File: src/shared/eeprom_data_access_unit_params.svh
// Offsets, field positions, reset values and timing counts of the NVM unit
`ifndef EEPROM_DATA_ACCESS_UNIT_PARAMS_SVH
`define EEPROM_DATA_ACCESS_UNIT_PARAMS_SVH

// ****************************************************************
// Store geometry
// ****************************************************************
`define NVM_DEPTH      32
`define NVM_AW         5
`define NVM_DW         8
`define SFR_W          8

// ****************************************************************
// Register offsets and bank values
// ****************************************************************
`define OFS_BANK_SEL   8'h04
`define OFS_NVM_LOC    8'h1a
`define OFS_NVM_BYTE   8'h1b
`define OFS_NVM_IRQ    8'h1c
`define OFS_NVM_CTRL   8'h40
`define BANK_ZERO      8'h00
`define BANK_ONE       8'h01

// ****************************************************************
// Field positions
// ****************************************************************
`define CTRL_RD_LAUNCH 0
`define CTRL_RD_PERMIT 1
`define CTRL_WR_LAUNCH 2
`define CTRL_WR_PERMIT 3
`define IRQ_NVM_EN     0
`define IRQ_NVM_FLAG   1
`define IRQ_MF_EN      2
`define IRQ_MF_FLAG    3

// ****************************************************************
// Reset values and timing
// ****************************************************************
`define RST_BYTE       8'h00
`define RST_LOC        5'h00
`define CLK_PERIOD_NS  25
`define WRITE_TIME_US  2000
`define WRITE_CYCLES   ((`WRITE_TIME_US * 1000) / `CLK_PERIOD_NS)
`define READ_TIME_NS   50
`define READ_CYCLES    ((`READ_TIME_NS + `CLK_PERIOD_NS - 1) / `CLK_PERIOD_NS)
`define TIMER_W        17

`endif

File: src/shared/eeprom_data_access_unit_pkg.sv
// Types of the NVM access unit
package eeprom_data_access_unit_pkg;
`include "eeprom_data_access_unit_params.svh"

  typedef enum logic [1:0] {
    IDLE,
    READING,
    WRITING
  } phase_e;

  typedef logic [`NVM_DEPTH-1:0][`NVM_DW-1:0] store_t;

endpackage

File: src/logic/eeprom_data_access_unit.sv
// Register-driven access unit for the 32-byte nonvolatile data store
//
// Behaviour
// - Store holds 32 bytes, not directly mapped
// - Single-byte moves; location/byte bank0, control bank1
// - Location register five bits, upper bits zero
// - Control upper bits zero; control resets clear
// - Write permit gates every store write
// - Write launch starts write; hardware clears it
// - Write launch without permit does nothing
// - Read permit gates every store read
// - Read launch starts read; hardware clears it
// - Read launch without permit does nothing
// - After read launch clears, byte holds data
// - Fetched byte held until next operation
// - Internal timer times write; launch clear signals
// - Power-on clears permit and bank select
// - Write end sets both interrupt request flags
// - Interrupt needs three enables set
// - Service clears multi-function flag only

`timescale 1ns/10ps
`include "eeprom_data_access_unit_params.svh"

module eeprom_data_access_unit
  import eeprom_data_access_unit_pkg::*;
#(
  parameter int unsigned WRITE_CYCLES = `WRITE_CYCLES
) (
  // Clock and reset
  input  wire logic               mclk,
  input  wire logic               arst_n,
  // Special function register port
  input  wire logic [`SFR_W-1:0]  sfrAddr,
  input  wire logic               sfrWrite,
  input  wire logic               sfrRead,
  input  wire logic [`SFR_W-1:0]  sfrWdata,
  output logic      [`SFR_W-1:0]  sfrRdata,
  // Bank select held here for the address decoder of the core
  output logic      [`SFR_W-1:0]  bankSelect,
  // Interrupt handshake with the core
  input  wire logic               globalIrqEnable,
  input  wire logic               irqAck,
  output logic                    irqRequest,
  // Cycle in progress, for the power manager
  output logic                    nvmBusy
);

  // ****************************************************************
  // State
  // ****************************************************************
  typedef struct packed {
    store_t                   mem;
    logic [`NVM_AW-1:0]       loc;
    logic [`NVM_DW-1:0]       byteReg;
    logic                     wrPermit;
    logic                     wrLaunch;
    logic                     rdPermit;
    logic                     rdLaunch;
    logic [`SFR_W-1:0]        bankSel;
    logic                     nvmIrqEn;
    logic                     nvmIrqFlag;
    logic                     mfIrqEn;
    logic                     mfIrqFlag;
    phase_e                   phase;
    logic [`TIMER_W-1:0]      timer;
    logic [`NVM_AW-1:0]       capLoc;
    logic [`NVM_DW-1:0]       capByte;
    logic [`SFR_W-1:0]        rdata;
    logic                     irqReq;
    logic                     busy;
  } state_s;

  state_s s_ff;
  state_s nxt_s;

  // WRITE_CYCLES must fit the timer; a larger value wraps in the cast
  localparam logic [`TIMER_W-1:0] WR_LAST =
    `TIMER_W'(WRITE_CYCLES - 1);
  localparam logic [`TIMER_W-1:0] RD_LAST =
    `TIMER_W'(`READ_CYCLES - 1);

  // ****************************************************************
  // Decode
  // ****************************************************************
  // Bank-qualified register match
  function automatic logic regHit(
    input logic [`SFR_W-1:0] addr,
    input logic [`SFR_W-1:0] bank,
    input logic [`SFR_W-1:0] ofs,
    input logic [`SFR_W-1:0] want
  );
    regHit = (addr == ofs) && (bank == want);
  endfunction

  // Cycle timer helpers, shared by the read and write phases
  function automatic logic [`TIMER_W-1:0] timerStep(
    input logic [`TIMER_W-1:0] t
  );
    timerStep = t + 1'b1;
  endfunction

  function automatic logic timerAt(
    input logic [`TIMER_W-1:0] t,
    input logic [`TIMER_W-1:0] last
  );
    timerAt = (t == last);
  endfunction

  logic hitBank;
  logic hitLoc;
  logic hitByte;
  logic hitIrq;
  logic hitCtrl;

  always_comb begin
    // Bank select answers whichever bank is selected
    hitBank = (sfrAddr == `OFS_BANK_SEL);
    hitLoc  = regHit(sfrAddr, s_ff.bankSel, `OFS_NVM_LOC,
                     `BANK_ZERO);
    hitByte = regHit(sfrAddr, s_ff.bankSel, `OFS_NVM_BYTE,
                     `BANK_ZERO);
    hitIrq  = regHit(sfrAddr, s_ff.bankSel, `OFS_NVM_IRQ,
                     `BANK_ZERO);
    // Only reachable once bank one is selected
    hitCtrl = regHit(sfrAddr, s_ff.bankSel, `OFS_NVM_CTRL,
                     `BANK_ONE);
  end

  // ****************************************************************
  // Read-back views
  // ****************************************************************
  logic [`SFR_W-1:0] locView;
  logic [`SFR_W-1:0] ctrlView;
  logic [`SFR_W-1:0] irqView;

  always_comb begin
    locView = {3'h0, s_ff.loc};
    ctrlView = 8'h00;
    ctrlView[`CTRL_WR_PERMIT] = s_ff.wrPermit;
    ctrlView[`CTRL_WR_LAUNCH] = s_ff.wrLaunch;
    ctrlView[`CTRL_RD_PERMIT] = s_ff.rdPermit;
    ctrlView[`CTRL_RD_LAUNCH] = s_ff.rdLaunch;
    irqView = 8'h00;
    irqView[`IRQ_NVM_EN]   = s_ff.nvmIrqEn;
    irqView[`IRQ_NVM_FLAG] = s_ff.nvmIrqFlag;
    irqView[`IRQ_MF_EN]    = s_ff.mfIrqEn;
    irqView[`IRQ_MF_FLAG]  = s_ff.mfIrqFlag;
  end

  // ****************************************************************
  // Next state
  // ****************************************************************
  always_comb begin
    nxt_s = s_ff;

    // Register reads answer one cycle later; unmapped reads give zero
    if (sfrRead) begin
      if (hitBank) begin
        nxt_s.rdata = s_ff.bankSel;
      end else if (hitLoc) begin
        nxt_s.rdata = locView;
      end else if (hitByte) begin
        nxt_s.rdata = s_ff.byteReg;
      end else if (hitIrq) begin
        nxt_s.rdata = irqView;
      end else if (hitCtrl) begin
        nxt_s.rdata = ctrlView;
      end else begin
        nxt_s.rdata = 8'h00;
      end
    end

    // Software writes come first so that hardware events win
    if (sfrWrite && hitBank) begin
      nxt_s.bankSel = sfrWdata;
    end
    if (sfrWrite && hitLoc) begin
      nxt_s.loc = sfrWdata[`NVM_AW-1:0];
    end
    if (sfrWrite && hitByte) begin
      nxt_s.byteReg = sfrWdata;
    end
    if (sfrWrite && hitIrq) begin
      nxt_s.nvmIrqEn   = sfrWdata[`IRQ_NVM_EN];
      nxt_s.nvmIrqFlag = sfrWdata[`IRQ_NVM_FLAG];
      nxt_s.mfIrqEn    = sfrWdata[`IRQ_MF_EN];
      nxt_s.mfIrqFlag  = sfrWdata[`IRQ_MF_FLAG];
    end
    if (irqAck) begin
      nxt_s.mfIrqFlag = 1'b0;
    end

    if (sfrWrite && hitCtrl) begin
      nxt_s.wrPermit = sfrWdata[`CTRL_WR_PERMIT];
      nxt_s.rdPermit = sfrWdata[`CTRL_RD_PERMIT];
      // Launch needs the permit already held; a busy unit
      // ignores further launches and clears of launch bits
      if (s_ff.phase == IDLE) begin
        // Both launch bits at once with the write permit held: the write wins, the read is dropped
        if (sfrWdata[`CTRL_WR_LAUNCH] && s_ff.wrPermit) begin
          nxt_s.wrLaunch = 1'b1;
          nxt_s.phase    = WRITING;
          nxt_s.timer    = '0;
          nxt_s.capLoc   = s_ff.loc;
          nxt_s.capByte  = s_ff.byteReg;
        end else if (sfrWdata[`CTRL_RD_LAUNCH] &&
                     s_ff.rdPermit) begin
          nxt_s.rdLaunch = 1'b1;
          nxt_s.phase    = READING;
          nxt_s.timer    = '0;
          nxt_s.capLoc   = s_ff.loc;
        end
      end
    end

    // Cycle sequencing
    case (s_ff.phase)
      IDLE: begin
        // Nothing to time; a launch above has already cleared the timer
      end
      READING: begin
        if (timerAt(s_ff.timer, RD_LAST)) begin
          nxt_s.byteReg  = s_ff.mem[s_ff.capLoc];
          nxt_s.rdLaunch = 1'b0;
          nxt_s.phase    = IDLE;
        end else begin
          nxt_s.timer = timerStep(s_ff.timer);
        end
      end
      WRITING: begin
        // Write time runs off its own counter, not software pacing
        if (timerAt(s_ff.timer, WR_LAST)) begin
          nxt_s.mem[s_ff.capLoc] = s_ff.capByte;
          nxt_s.wrLaunch   = 1'b0;
          nxt_s.phase      = IDLE;
          nxt_s.nvmIrqFlag = 1'b1;
          nxt_s.mfIrqFlag  = 1'b1;
        end else begin
          nxt_s.timer = timerStep(s_ff.timer);
        end
      end
      default: begin
        nxt_s.phase    = IDLE;
        nxt_s.wrLaunch = 1'b0;
        nxt_s.rdLaunch = 1'b0;
      end
    endcase

    // Registered request: set on the same edge as the flag, never a glitch
    nxt_s.irqReq = nxt_s.mfIrqFlag && nxt_s.mfIrqEn &&
                   nxt_s.nvmIrqEn && globalIrqEnable;
    nxt_s.busy = (nxt_s.phase != IDLE);
  end

  // ****************************************************************
  // State register
  // ****************************************************************
  // Store contents clear at reset too: one struct, one reset value
  always_ff @(posedge mclk or negedge arst_n) begin
    if (!arst_n) begin
      s_ff.mem        <= '0;
      s_ff.loc        <= `RST_LOC;
      s_ff.byteReg    <= `RST_BYTE;
      s_ff.wrPermit   <= 1'b0;
      s_ff.wrLaunch   <= 1'b0;
      s_ff.rdPermit   <= 1'b0;
      s_ff.rdLaunch   <= 1'b0;
      s_ff.bankSel    <= `BANK_ZERO;
      s_ff.nvmIrqEn   <= 1'b0;
      s_ff.nvmIrqFlag <= 1'b0;
      s_ff.mfIrqEn    <= 1'b0;
      s_ff.mfIrqFlag  <= 1'b0;
      s_ff.phase      <= IDLE;
      s_ff.timer      <= '0;
      s_ff.capLoc     <= `RST_LOC;
      s_ff.capByte    <= `RST_BYTE;
      s_ff.rdata      <= 8'h00;
      s_ff.irqReq     <= 1'b0;
      s_ff.busy       <= 1'b0;
    end else begin
      s_ff <= nxt_s;
    end
  end

  // ****************************************************************
  // Outputs
  // ****************************************************************
  assign sfrRdata   = s_ff.rdata;
  assign bankSelect = s_ff.bankSel;
  assign irqRequest = s_ff.irqReq;
  assign nvmBusy    = s_ff.busy;

endmodule // eeprom_data_access_unit

File: config.mk
export PLATFORM = sky130hd
export DESIGN_NAME = eeprom_data_access_unit
export DESIGN_NICKNAME = d
export VERILOG_FILES = /design/src/shared/eeprom_data_access_unit_pkg.sv /design/src/logic/eeprom_data_access_unit.sv
export VERILOG_INCLUDE_DIRS = /design/src /design/src/shared
export SDC_FILE = /design/constraint.sdc
export NUM_CORES = 1
export LEC_CHECK = 0
export BUFFER_PORTS_ARGS = -buffer_cell sky130_fd_sc_hd__clkbuf_2
export CORE_ASPECT_RATIO = 1.4
export CORE_MARGIN = 2
export CORE_UTILIZATION = 65
export CTS_BUF_LIST = sky130_fd_sc_hd__clkbuf_4 sky130_fd_sc_hd__clkbuf_8
export DETAILED_ROUTE_END_ITERATION = 7
export PLACE_DENSITY = 0.82
export SLEW_MARGIN = 25
export SYNTH_ARGS = -nofsm -noshare
export SYNTH_HDL_FRONTEND = slang
export SYNTH_SLANG_ARGS = --single-unit
File: constraint.sdc
create_clock -name mclk -period 2.8 [get_ports mclk]
set_input_delay 0.56 -clock mclk [delete_from_list [all_inputs] [get_ports mclk]]
set_output_delay 0.56 -clock mclk [all_outputs]
set_load 0.01 [all_outputs]
# Yosys cells after proc, flatten, opt, wreduce, memory -nomap -nowiden
# Cells that the tools add are included.
# op_classes
n_addsub	1
n_lt_le_gt_ge	2
eq_ne	10
mux	39
n_reduce_logical	24
# op_table
cell	count
256-bit bitwise mux	1
8-bit two-way mux	9
32-bit two-way mux	2
24-bit two-way mux	2
8-bit binary-select mux with 5-bit select	1
8-bit demux with 5-bit select	1
17-bit two-way mux	2
17-bit case mux with 2 select lines	1
8-bit by 5-bit equality test with 1-bit output (second input constant)	3
17-bit by 1-bit adder with 17-bit output (second input constant)	1
17-bit by 1-bit equality test with 1-bit output (second input constant)	1
17-bit equality test (second input constant)	1
1-bit logical AND	15
4-bit two-way mux	3
1-bit two-way mux	11
8-bit by 1-bit equality test with 1-bit output (second input constant)	1
8-bit by 3-bit equality test with 1-bit output (second input constant)	1
8-bit by 7-bit equality test with 1-bit output (second input constant)	1
8-bit zero test	1
5-bit by 6-bit less-than comparator with 1-bit output (second input constant)	1
3-bit two-way mux	2
2-bit case mux with 3 select lines	1
3-bit AND reduction	2
5-bit by 1-bit greater-or-equal comparator with 1-bit output (second input constant)	1
8 further kinds	11
# word_totals
register_bits	327
inputBits	22
elab_cells	126

# Longest topological paths before layout
# Gate-level depths: netlist of the first run.
# depth
depth_word	10
ltp_mapped	9
ltp_nobuf	7

# Worst setup path before layout of the first run
# No wires, ideal clock.
# synth_path
path_kind	reg2reg
startpoint	register s_ff[23] (netlist name)
endpoint	register s_ff[100] (netlist name)
arrival_ns	2.290
path_slack_ns	0.385
path_stages_with_launch	8
path_buffers	1
period_less_slack_ns	2.415
cell_sequence	dfrtp_1 ha_1 and4bb_2 nand4_1 or4_1 buf_4 nor4_4 mux2_2
# synth_via
elab_chain_len	2
# synth_rtl
element	line	text
start, declared	eeprom_data_access_unit.sv:74	state_s s_ff;
start signal, assigned	eeprom_data_access_unit.sv:282	s_ff <= nxt_s;
17-bit equality test	eeprom_data_access_unit.sv:107	timerAt = (t == last);
2-bit AND reduction (no line)	--	
# Every way passes these cells.
# A chain may end at the register's enable or synchronous reset.

# Worst setup path in the final report of the first run
# layout_path
startpoint	register s_ff[23] (netlist name)
endpoint	register s_ff[273] (netlist name)
# Same word-level chain as after synthesis.

==> results of run 1 <==
## layer usage
metal / wire length, um / vias to the layer above
met5: 0 / -
met2: 18500 / 319
met3: 1780 / 100
met1: 13800 / 5049
met4: 1570 / 0
li1: - / 4239
## final cells by class
cell class                      instances  share of cell area
Timing Repair Buffer                   96              0.0407
Multi-Input combinational cell        654               0.392
Sequential cell                       327               0.477
Inverter                               32             0.00700
Clock buffer                           85              0.0594
Tap cell                              306              0.0223
Clock inverter                          3             0.00117
## logic make-up (layout without fill, tap and decap cells)
| family | after synthesis | count (layout) |
|---|---|---|
| AOI/OAI and AO/OA | 112 | 112 |
| and+or+nand+nor | 172 | 172 |
| xor gates and xnor gates | 2 | 2 |
| muxes | 362 | 362 |
| adders and majority gates | 6 | 6 |
| buffers and inverters | 117 | 216 |
| DFF | 327 | 327 |
## path summary, 6_finish.rpt
kind | startpoint | end | slack (ps)
max | s_ff[23]$_DFF_PN0_ | s_ff[273]$_DFFE_PN0P_ | 190
min | globalIrqEnable | irqRequest$_DFF_PN0_ | 210
max reg2reg | s_ff[23]$_DFF_PN0_ | s_ff[273]$_DFFE_PN0P_ | 190
min reg2reg | s_ff[180]$_DFFE_PN0P_ | s_ff[180]$_DFFE_PN0P_ | 490
max in group asynchronous | arst_n | s_ff[164]$_DFFE_PN0P_ | 1460
min in group asynchronous | arst_n | sfrRdata[1]$_DFFE_PN0P_ | 540
## power by group through the flow
stage,sequential (mW),clock [mW],combinational [mW]
finish,4.77,4.06,0.217
global route,4.77,4.34,0.246
CTS,4.77,4.12,0.222
detailed placement,4.85,0,0.220
global placement,4.85,0,0.216
floorplan,4.85,0,0.0747
## layout by cell type (no fill, tap or decap), types with 6 or more instances in the layout
cell type  instances
dfrtp_1          318
mux2_2           273
mux4_2            64
clkbuf_8          61
buf_4             51
nand2_1           43
clkbuf_2          38
a22oi_1           33
inv_1             32
clkbuf_4          24
o21ai_0           21
nor2_1            20
nand4_1           18
o221ai_1          16
mux2_1            15
nor4_1            11
nand3_1           10
mux2i_1           10
nor2_4             8
dfrtp_2            8
nor3_1             7
and2_1             7
a21oi_1            7
nor2_2             7
o22ai_1            6
a31oi_1            6
ha_1               6
## worst register-to-register path, stage by stage, from the launching register on
cell and delay [ps]:
dfrtp_1 410, ha_1 220, and4bb_2 270, nand4_2 160
or4_1 730, nor2_4 310, mux2_2 390
## sequential cells by signal, summed over array words and instances, names as in the netlist
| register | count |
|---|---|
| s_ff | 296 |
| bankSelect | 8 |
| sfrRdata | 8 |
| locView | 5 |
| ctrlView | 4 |
| irqView | 4 |
| irqRequest | 1 |
| nvmBusy | 1 |
## stage by stage
stage          hold slack, ps  power (mW)  utilization  instances  area (um^2)
3_3_place_gp              465        5.07        0.692       1414        16100
5_1_grt                   184        9.35        0.737       1503        17200
2_1_floorplan             264        4.92            -       1098        15400
6_report                  210        9.05        0.737       1503        17200
4_1_cts                   180        9.11        0.737       1503        17200
3_5_place_dp              475        5.07        0.692       1414        16100
==> flow_summary.json, run 1 <==
{
  "run_status": "completed",
  "maxClockFrequency_mhz": 383,
  "share_comb_of_total_power": 0.024,
  "chipHeight_um": 186,
  "multi_input_comb_area_um2": 6730,
  "critPathTopFamily": "simple AND/OR/NAND/NOR gates",
  "detail_route.first_pass.iterations": 4,
  "fill_cells": 1457,
  "crit_buf_inv": 0,
  "swShare": 0.217,
  "layout_cells_sized_above_1": 0.461,
  "clkLatencyLatePin_ps": 580,
  "worst_hold_path.num_cells": 2,
  "die-width_um": 134,
  "cts-buffers-inserted": 48,
  "final.setup_skew_ps": 18.4,
  "synth.mux.area_fraction": 0.310,
  "cts_max_path_buffers": 3,
  "number_of_global_route_vias_before_repair": 10400,
  "synth_ff_type": "dfrtp_1",
  "worstPathCellList": "ha_1 > and4bb_2 > nand4_2 > or4_1 > nor2_4 > mux2_2",
  "synth_most_common_cell": "dfrtp_1",
  "p_leak_nw": 8.42,
  "post-dp-hpwl_mm": 23.1,
  "cts.clk_slew.worst_paths_ps": 60,
  "yosys-top-cells-area": "dfrtp_1, mux2_2, mux4_2",
  "yosys_warnings": 0,
  "grt_busiest_layer": "met2",
  "synth_compound_area_frac": 0.0522,
  "setup_viol_count_final": 0,
  "internal-power_mw": 7.08,
  "antenna_cells_inserted": 0,
  "grt_util_all_layers": 0.296,
  "cts_tree": "built",
  "clockPowerShare": 0.449,
  "detailroute.via_count": 9707,
  "grt_max_degree": 80,
  "max_cap_viol": 0,
  "cp-start-kind": "flop",
  "post_synthesis_average_cell_area_um2": 14.1,
  "synthSimpleGateAreaFrac": 0.0677,
  "fin_ws_ps": 190,
  "worstSetupPathType": "reg -> reg",
  "adder_cell_area_share_of_the_yosys_netlist": 0.00487,
  "antenna_violations_before_repair": 0,
  "sequential_cell_area_um2": 8200,
  "routing_usage_on_met2": 0.512,
  "netlist.area_leader.share": 0.530,
  "power_per_cell_area_nw_per_um2": 527,
  "viasPerCell": 6.46,
  "synth_nets": 1126,
  "top_level_ports": 40,
  "remaining_drc_errors": 0,
  "vdd_drop_max_mv": 0.382,
  "fin_crit_ps": 2610,
  "finalMaxSlewViolations": 0,
  "worstPathMaxFanout": 8,
  "required_ps": 3250,
  "critical_path.endpoint_type": "flop",
  "core-area_um2": 23300,
  "dieArea_um2": 25000,
  "avgRoutedWirePerCell_um": 23.7,
  "synth-edff-count": 0,
  "r2r.worst_path.cells": 6,
  "post-cts-setup-buffer-count": 0,
  "synth_common_cells": "dfrtp_1, mux2_2, mux4_2",
  "master_of_the_slowest_instance_on_the_critical_path": "or4_1",
  "core.rowCount": 66,
  "hold_viol_final": 0,
  "ys_seq_elements": 327,
  "preCtsSetupSlack_ps": 167,
  "postRouteAntennaNets": 0,
  "seq_area_frac_synth": 0.530,
  "clock_tree.root_cell": "clkbuf_8",
  "routabilityCongestion": 0.922,
  "routed_wl_mm": 35.6,
  "synth_area_um2": 15400,
  "cts-hold-fix-buffers": 1,
  "switching_power_mw": 1.97,
  "dominant_combinational_cell_family_by_area_after_synthesis": "multiplexers",
  "postCtsResizedCells": 0,
  "synth_largest_area_cell": "dfrtp_1",
  "max_slew.worst_pin.slew_ps": 732,
  "start_util": 0.662,
  "area_growth_syn_to_layout_pct": 11.3,
  "grt-ovfl-total": 0,
  "synth-xor-area-share": 0.00114,
  "totalNegativeSetupSlack_ps": 0,
  "clock_sinks": 327,
  "cts_htree_levels": 2,
  "worst-path-stages": 6,
  "async_flop_share": 1.00,
  "fin_crit_sh": 0.932,
  "grtUsageMet3": 0.0480,
  "maxSlewHeadroom": 0.512,
  "groute.layer.met1.usage": 0.368,
  "final_nets": 1187,
  "power_frac_seq": 0.527,
  "timing.critical_path.slowest_cell_delay_ps": 730,
  "rsz0062_at_grt": "no",
  "timing.hold.worst.class": "in -> reg",
  "worst_ep_arrival_time_ps": 3060,
  "first_iter_violations": 652,
  "postSynthCellCount": 1098,
  "grt_pass1_wl_mm": 56.9,
  "synth_cell_type_count": 59,
  "port-buffer-count": 39
}
(Power assumes the default switching activity.)
==> run 2: changes to the inputs <==
Settings changed: CELL_PAD_IN_SITES_DETAIL_PLACEMENT from default to 2, CELL_PAD_IN_SITES_GLOBAL_PLACEMENT from default to 2, CORE_ASPECT_RATIO 1.4 to 0.8, CORE_UTILIZATION 65 to 47, HOLD_SLACK_MARGIN from default to 0.02.
==> run 2 against run 1 <==
Effect of this change:
- the flow now finishes with violations (negative setup slack)
- maximum frequency fell by 7.4%
- utilization fell by 20 points
- sequential share of layout area fell by 0.59 points
- register-to-register slack got worse by 210 ps
- global-route usage fell by 0.58 points
- non-clock buffer count fell by 7
- via count rose by 5.8%
- clock-buffer cell count fell by 2
- cell area rose by 1.2%
- routed wire length rose by 38%
- setup slack got worse by 210 ps
- clock skew rose by 17 ps
- critical path type unchanged
- largest cell class unchanged
==> flow_summary.json, run 2 (synthesized netlist as in run 1, its figures left out) <==
{
  "core.rowCount": 59,
  "timing.critical_path.slowest_cell_delay_ps": 520,
  "regToRegStartpoint": "s_ff[23]$_DFF_PN0_",
  "top_level_ports": 40,
  "worstSetupPathType": "reg -> reg",
  "total_cell_area_at_the_placement_stage_um2": 16200,
  "avgRoutedWirePerCell_um": 30.3,
  "fin_crit_ps": 2820,
  "number_of_global_route_vias_before_repair": 11600,
  "design_area_um2": 17400,
  "grt_pass1_wl_mm": 74.2,
  "maxSlewHeadroom": 0.483,
  "setup_viol_count_final": 12,
  "grt_util_all_layers": 0.290,
  "fin_util": 0.536,
  "worst_hold_startpoint": "globalIrqEnable",
  "hold_viol_final": 0,
  "critPathTopFamily": "simple AND/OR/NAND/NOR gates",
  "grt_max_degree": 87,
  "worstPathMaxFanout": 8,
  "cts-buffers-inserted": 54,
  "antenna_violations_before_repair": 0,
  "area_growth_syn_to_layout_pct": 12.7,
  "worst_hold_end": "irqRequest$_DFF_PN0_",
  "start_util": 0.476,
  "routed_wl_mm": 49.0,
  "worst_hold_path.num_cells": 2,
  "layout_commonest_cell": "dfrtp_1",
  "power_per_cell_area_nw_per_um2": 539,
  "r2r_setup_slack_ps": -20,
  "cp-start-kind": "flop",
  "failed_checks": "negative setup slack",
  "clock_sinks": 327,
  "remaining_drc_errors": 0,
  "core-area_um2": 32400,
  "chipHeight_um": 166,
  "required_ps": 3280,
  "reg_with_most_ffs": "s_ff",
  "grt-ovfl-total": 0,
  "crit_buf_inv": 1,
  "r2r.worst_path.cells": 7,
  "fin_crit_sh": 1.01,
  "vdd_drop_max_mv": 0.370,
  "master_of_the_slowest_instance_on_the_critical_path": "or4_1",
  "dieArea_um2": 34300,
  "finalMaxSlewViolations": 0,
  "totalNegativeSetupSlack_ps": -119,
  "maxClockFrequency_mhz": 355,
  "fin_ws_ps": -19.3,
  "worst_ep_arrival_time_ps": 3290,
  "post-dp-hpwl_mm": 30.9,
  "regToRegEndpoint": "s_ff[289]$_DFFE_PN0P_",
  "max_slew.worst_pin.slew_ps": 776,
  "viasPerCell": 6.34,
  "worstPathCellList": "ha_1 > and4bb_2 > nand4_1 > or4_1 > buf_4 > nor2_2 > mux2_2",
  "p_leak_nw": 8.43,
  "clkLatencyLatePin_ps": 620,
  "final.setup_skew_ps": 35.7,
  "final_nets": 1186,
  "first_iter_violations": 642,
  "rsz0062_at_grt": "yes",
  "fill_cells": 2940,
  "port-buffer-count": 39,
  "layout_cells_sized_above_1": 0.460,
  "timing.hold.worst.class": "in -> reg",
  "detail_route.first_pass.iterations": 7,
  "die-width_um": 207,
  "cts_max_path_buffers": 3,
  "routabilityCongestion": 0.832,
  "clock_tree.root_cell": "clkbuf_8",
  "cts_htree_levels": 2,
  "post-layout-total-power_mw": 9.38,
  "layout.cells.most_common_list": "dfrtp_1, mux2_2, mux4_2",
  "antenna_cells_inserted": 0,
  "critical_path.endpoint_type": "flop",
  "postRouteAntennaNets": 0,
  "cts_tree": "built",
  "max_cap_viol": 0,
  "cts.clk_slew.worst_paths_ps": 60,
  "detailroute.via_count": 10300,
  "run_status": "complete, but fails checks",
  "max_reg_flops": 296
}
-- run 2: changes by cell type in the layout (fill, tap and decap cells not counted), sizes merged --
cell,previous run,this run
buf,57,50
clkinv,1,4
clkbuf,123,121
bufinv,0,1
inv,32,33
-- run 2: how the worst max path moves through the flow --
stage | startpoint | to | slack (ps) | depth (start not counted)
3_3_place_gp | s_ff[33]$_DFF_PN0_ | s_ff[259]$_DFFE_PN0P_ | 170 | 6
6_report | s_ff[23]$_DFF_PN0_ | s_ff[289]$_DFFE_PN0P_ | -20 | 7
4_1_cts | s_ff[23]$_DFF_PN0_ | s_ff[256]$_DFFE_PN0P_ | 30 | 7
5_1_grt | s_ff[33]$_DFF_PN0_ | s_ff[323]$_DFFE_PN0P_ | -110 | 6
3_5_place_dp | s_ff[33]$_DFF_PN0_ | s_ff[256]$_DFFE_PN0P_ | 40 | 6
2_1_floorplan | s_ff[23]$_DFF_PN0_ | s_ff[100]$_DFFE_PN0P_ | 380 | 7
-- run 2: worst reg2reg max path: stages, from the launching register on --
cell	delay, ps
dfrtp_1	410
ha_1	230
and4bb_2	290
nand4_1	140
or4_1	520
buf_4	240
nor2_2	440
mux2_2	420
-- run 2: cell type report --
class,instances,area [um^2],area share
sequential,327,8200,0.471
multi-input combinational,654,6760,0.389
clock buffer,83,1020,0.0585
timing repair buffer,89,683,0.0393
tap,427,534,0.0307
inverter,32,120,0.00691
clock inverter,8,73.8,0.00425
-- run 2: routing by layer --
| metal | track usage | share of wire | vias to the layer above |
|---|---|---|---|
| met1 | 0.404 | 0.43 | 5579 |
| li1 | - | - | 4233 |
| met3 | 0.0612 | 0.057 | 109 |
| met4 | 0.0842 | 0.027 | 0 |
| met2 | 0.459 | 0.49 | 353 |
| met5 | 0 | 0 | - |
-- run 2: where the power goes --
group	internal [mW]	switching [mW]	leakage, nW
combinational	0.0627	0.169	3.44
clock	2.39	1.99	0.580
sequential	4.75	0.0247	4.41
-- run 2: stage by stage --
step,setup WS [ps],instances,hold slack (ps)
final,-19.3,1620,181
after detailed placement,44.7,1527,481
after CTS,30.2,1619,155
after global placement,174,1527,463
after floorplan,385,1098,264
after global routing,-106,1620,163
-- run 2: repair_timing --
action | CTS | global route
buffers inserted | 0 | 1
setup endpoints to repair | 0 | 52
hold buffers | 1 | 0
hold endpoints to repair | 44 | 0
gates resized for setup | 0 | 5
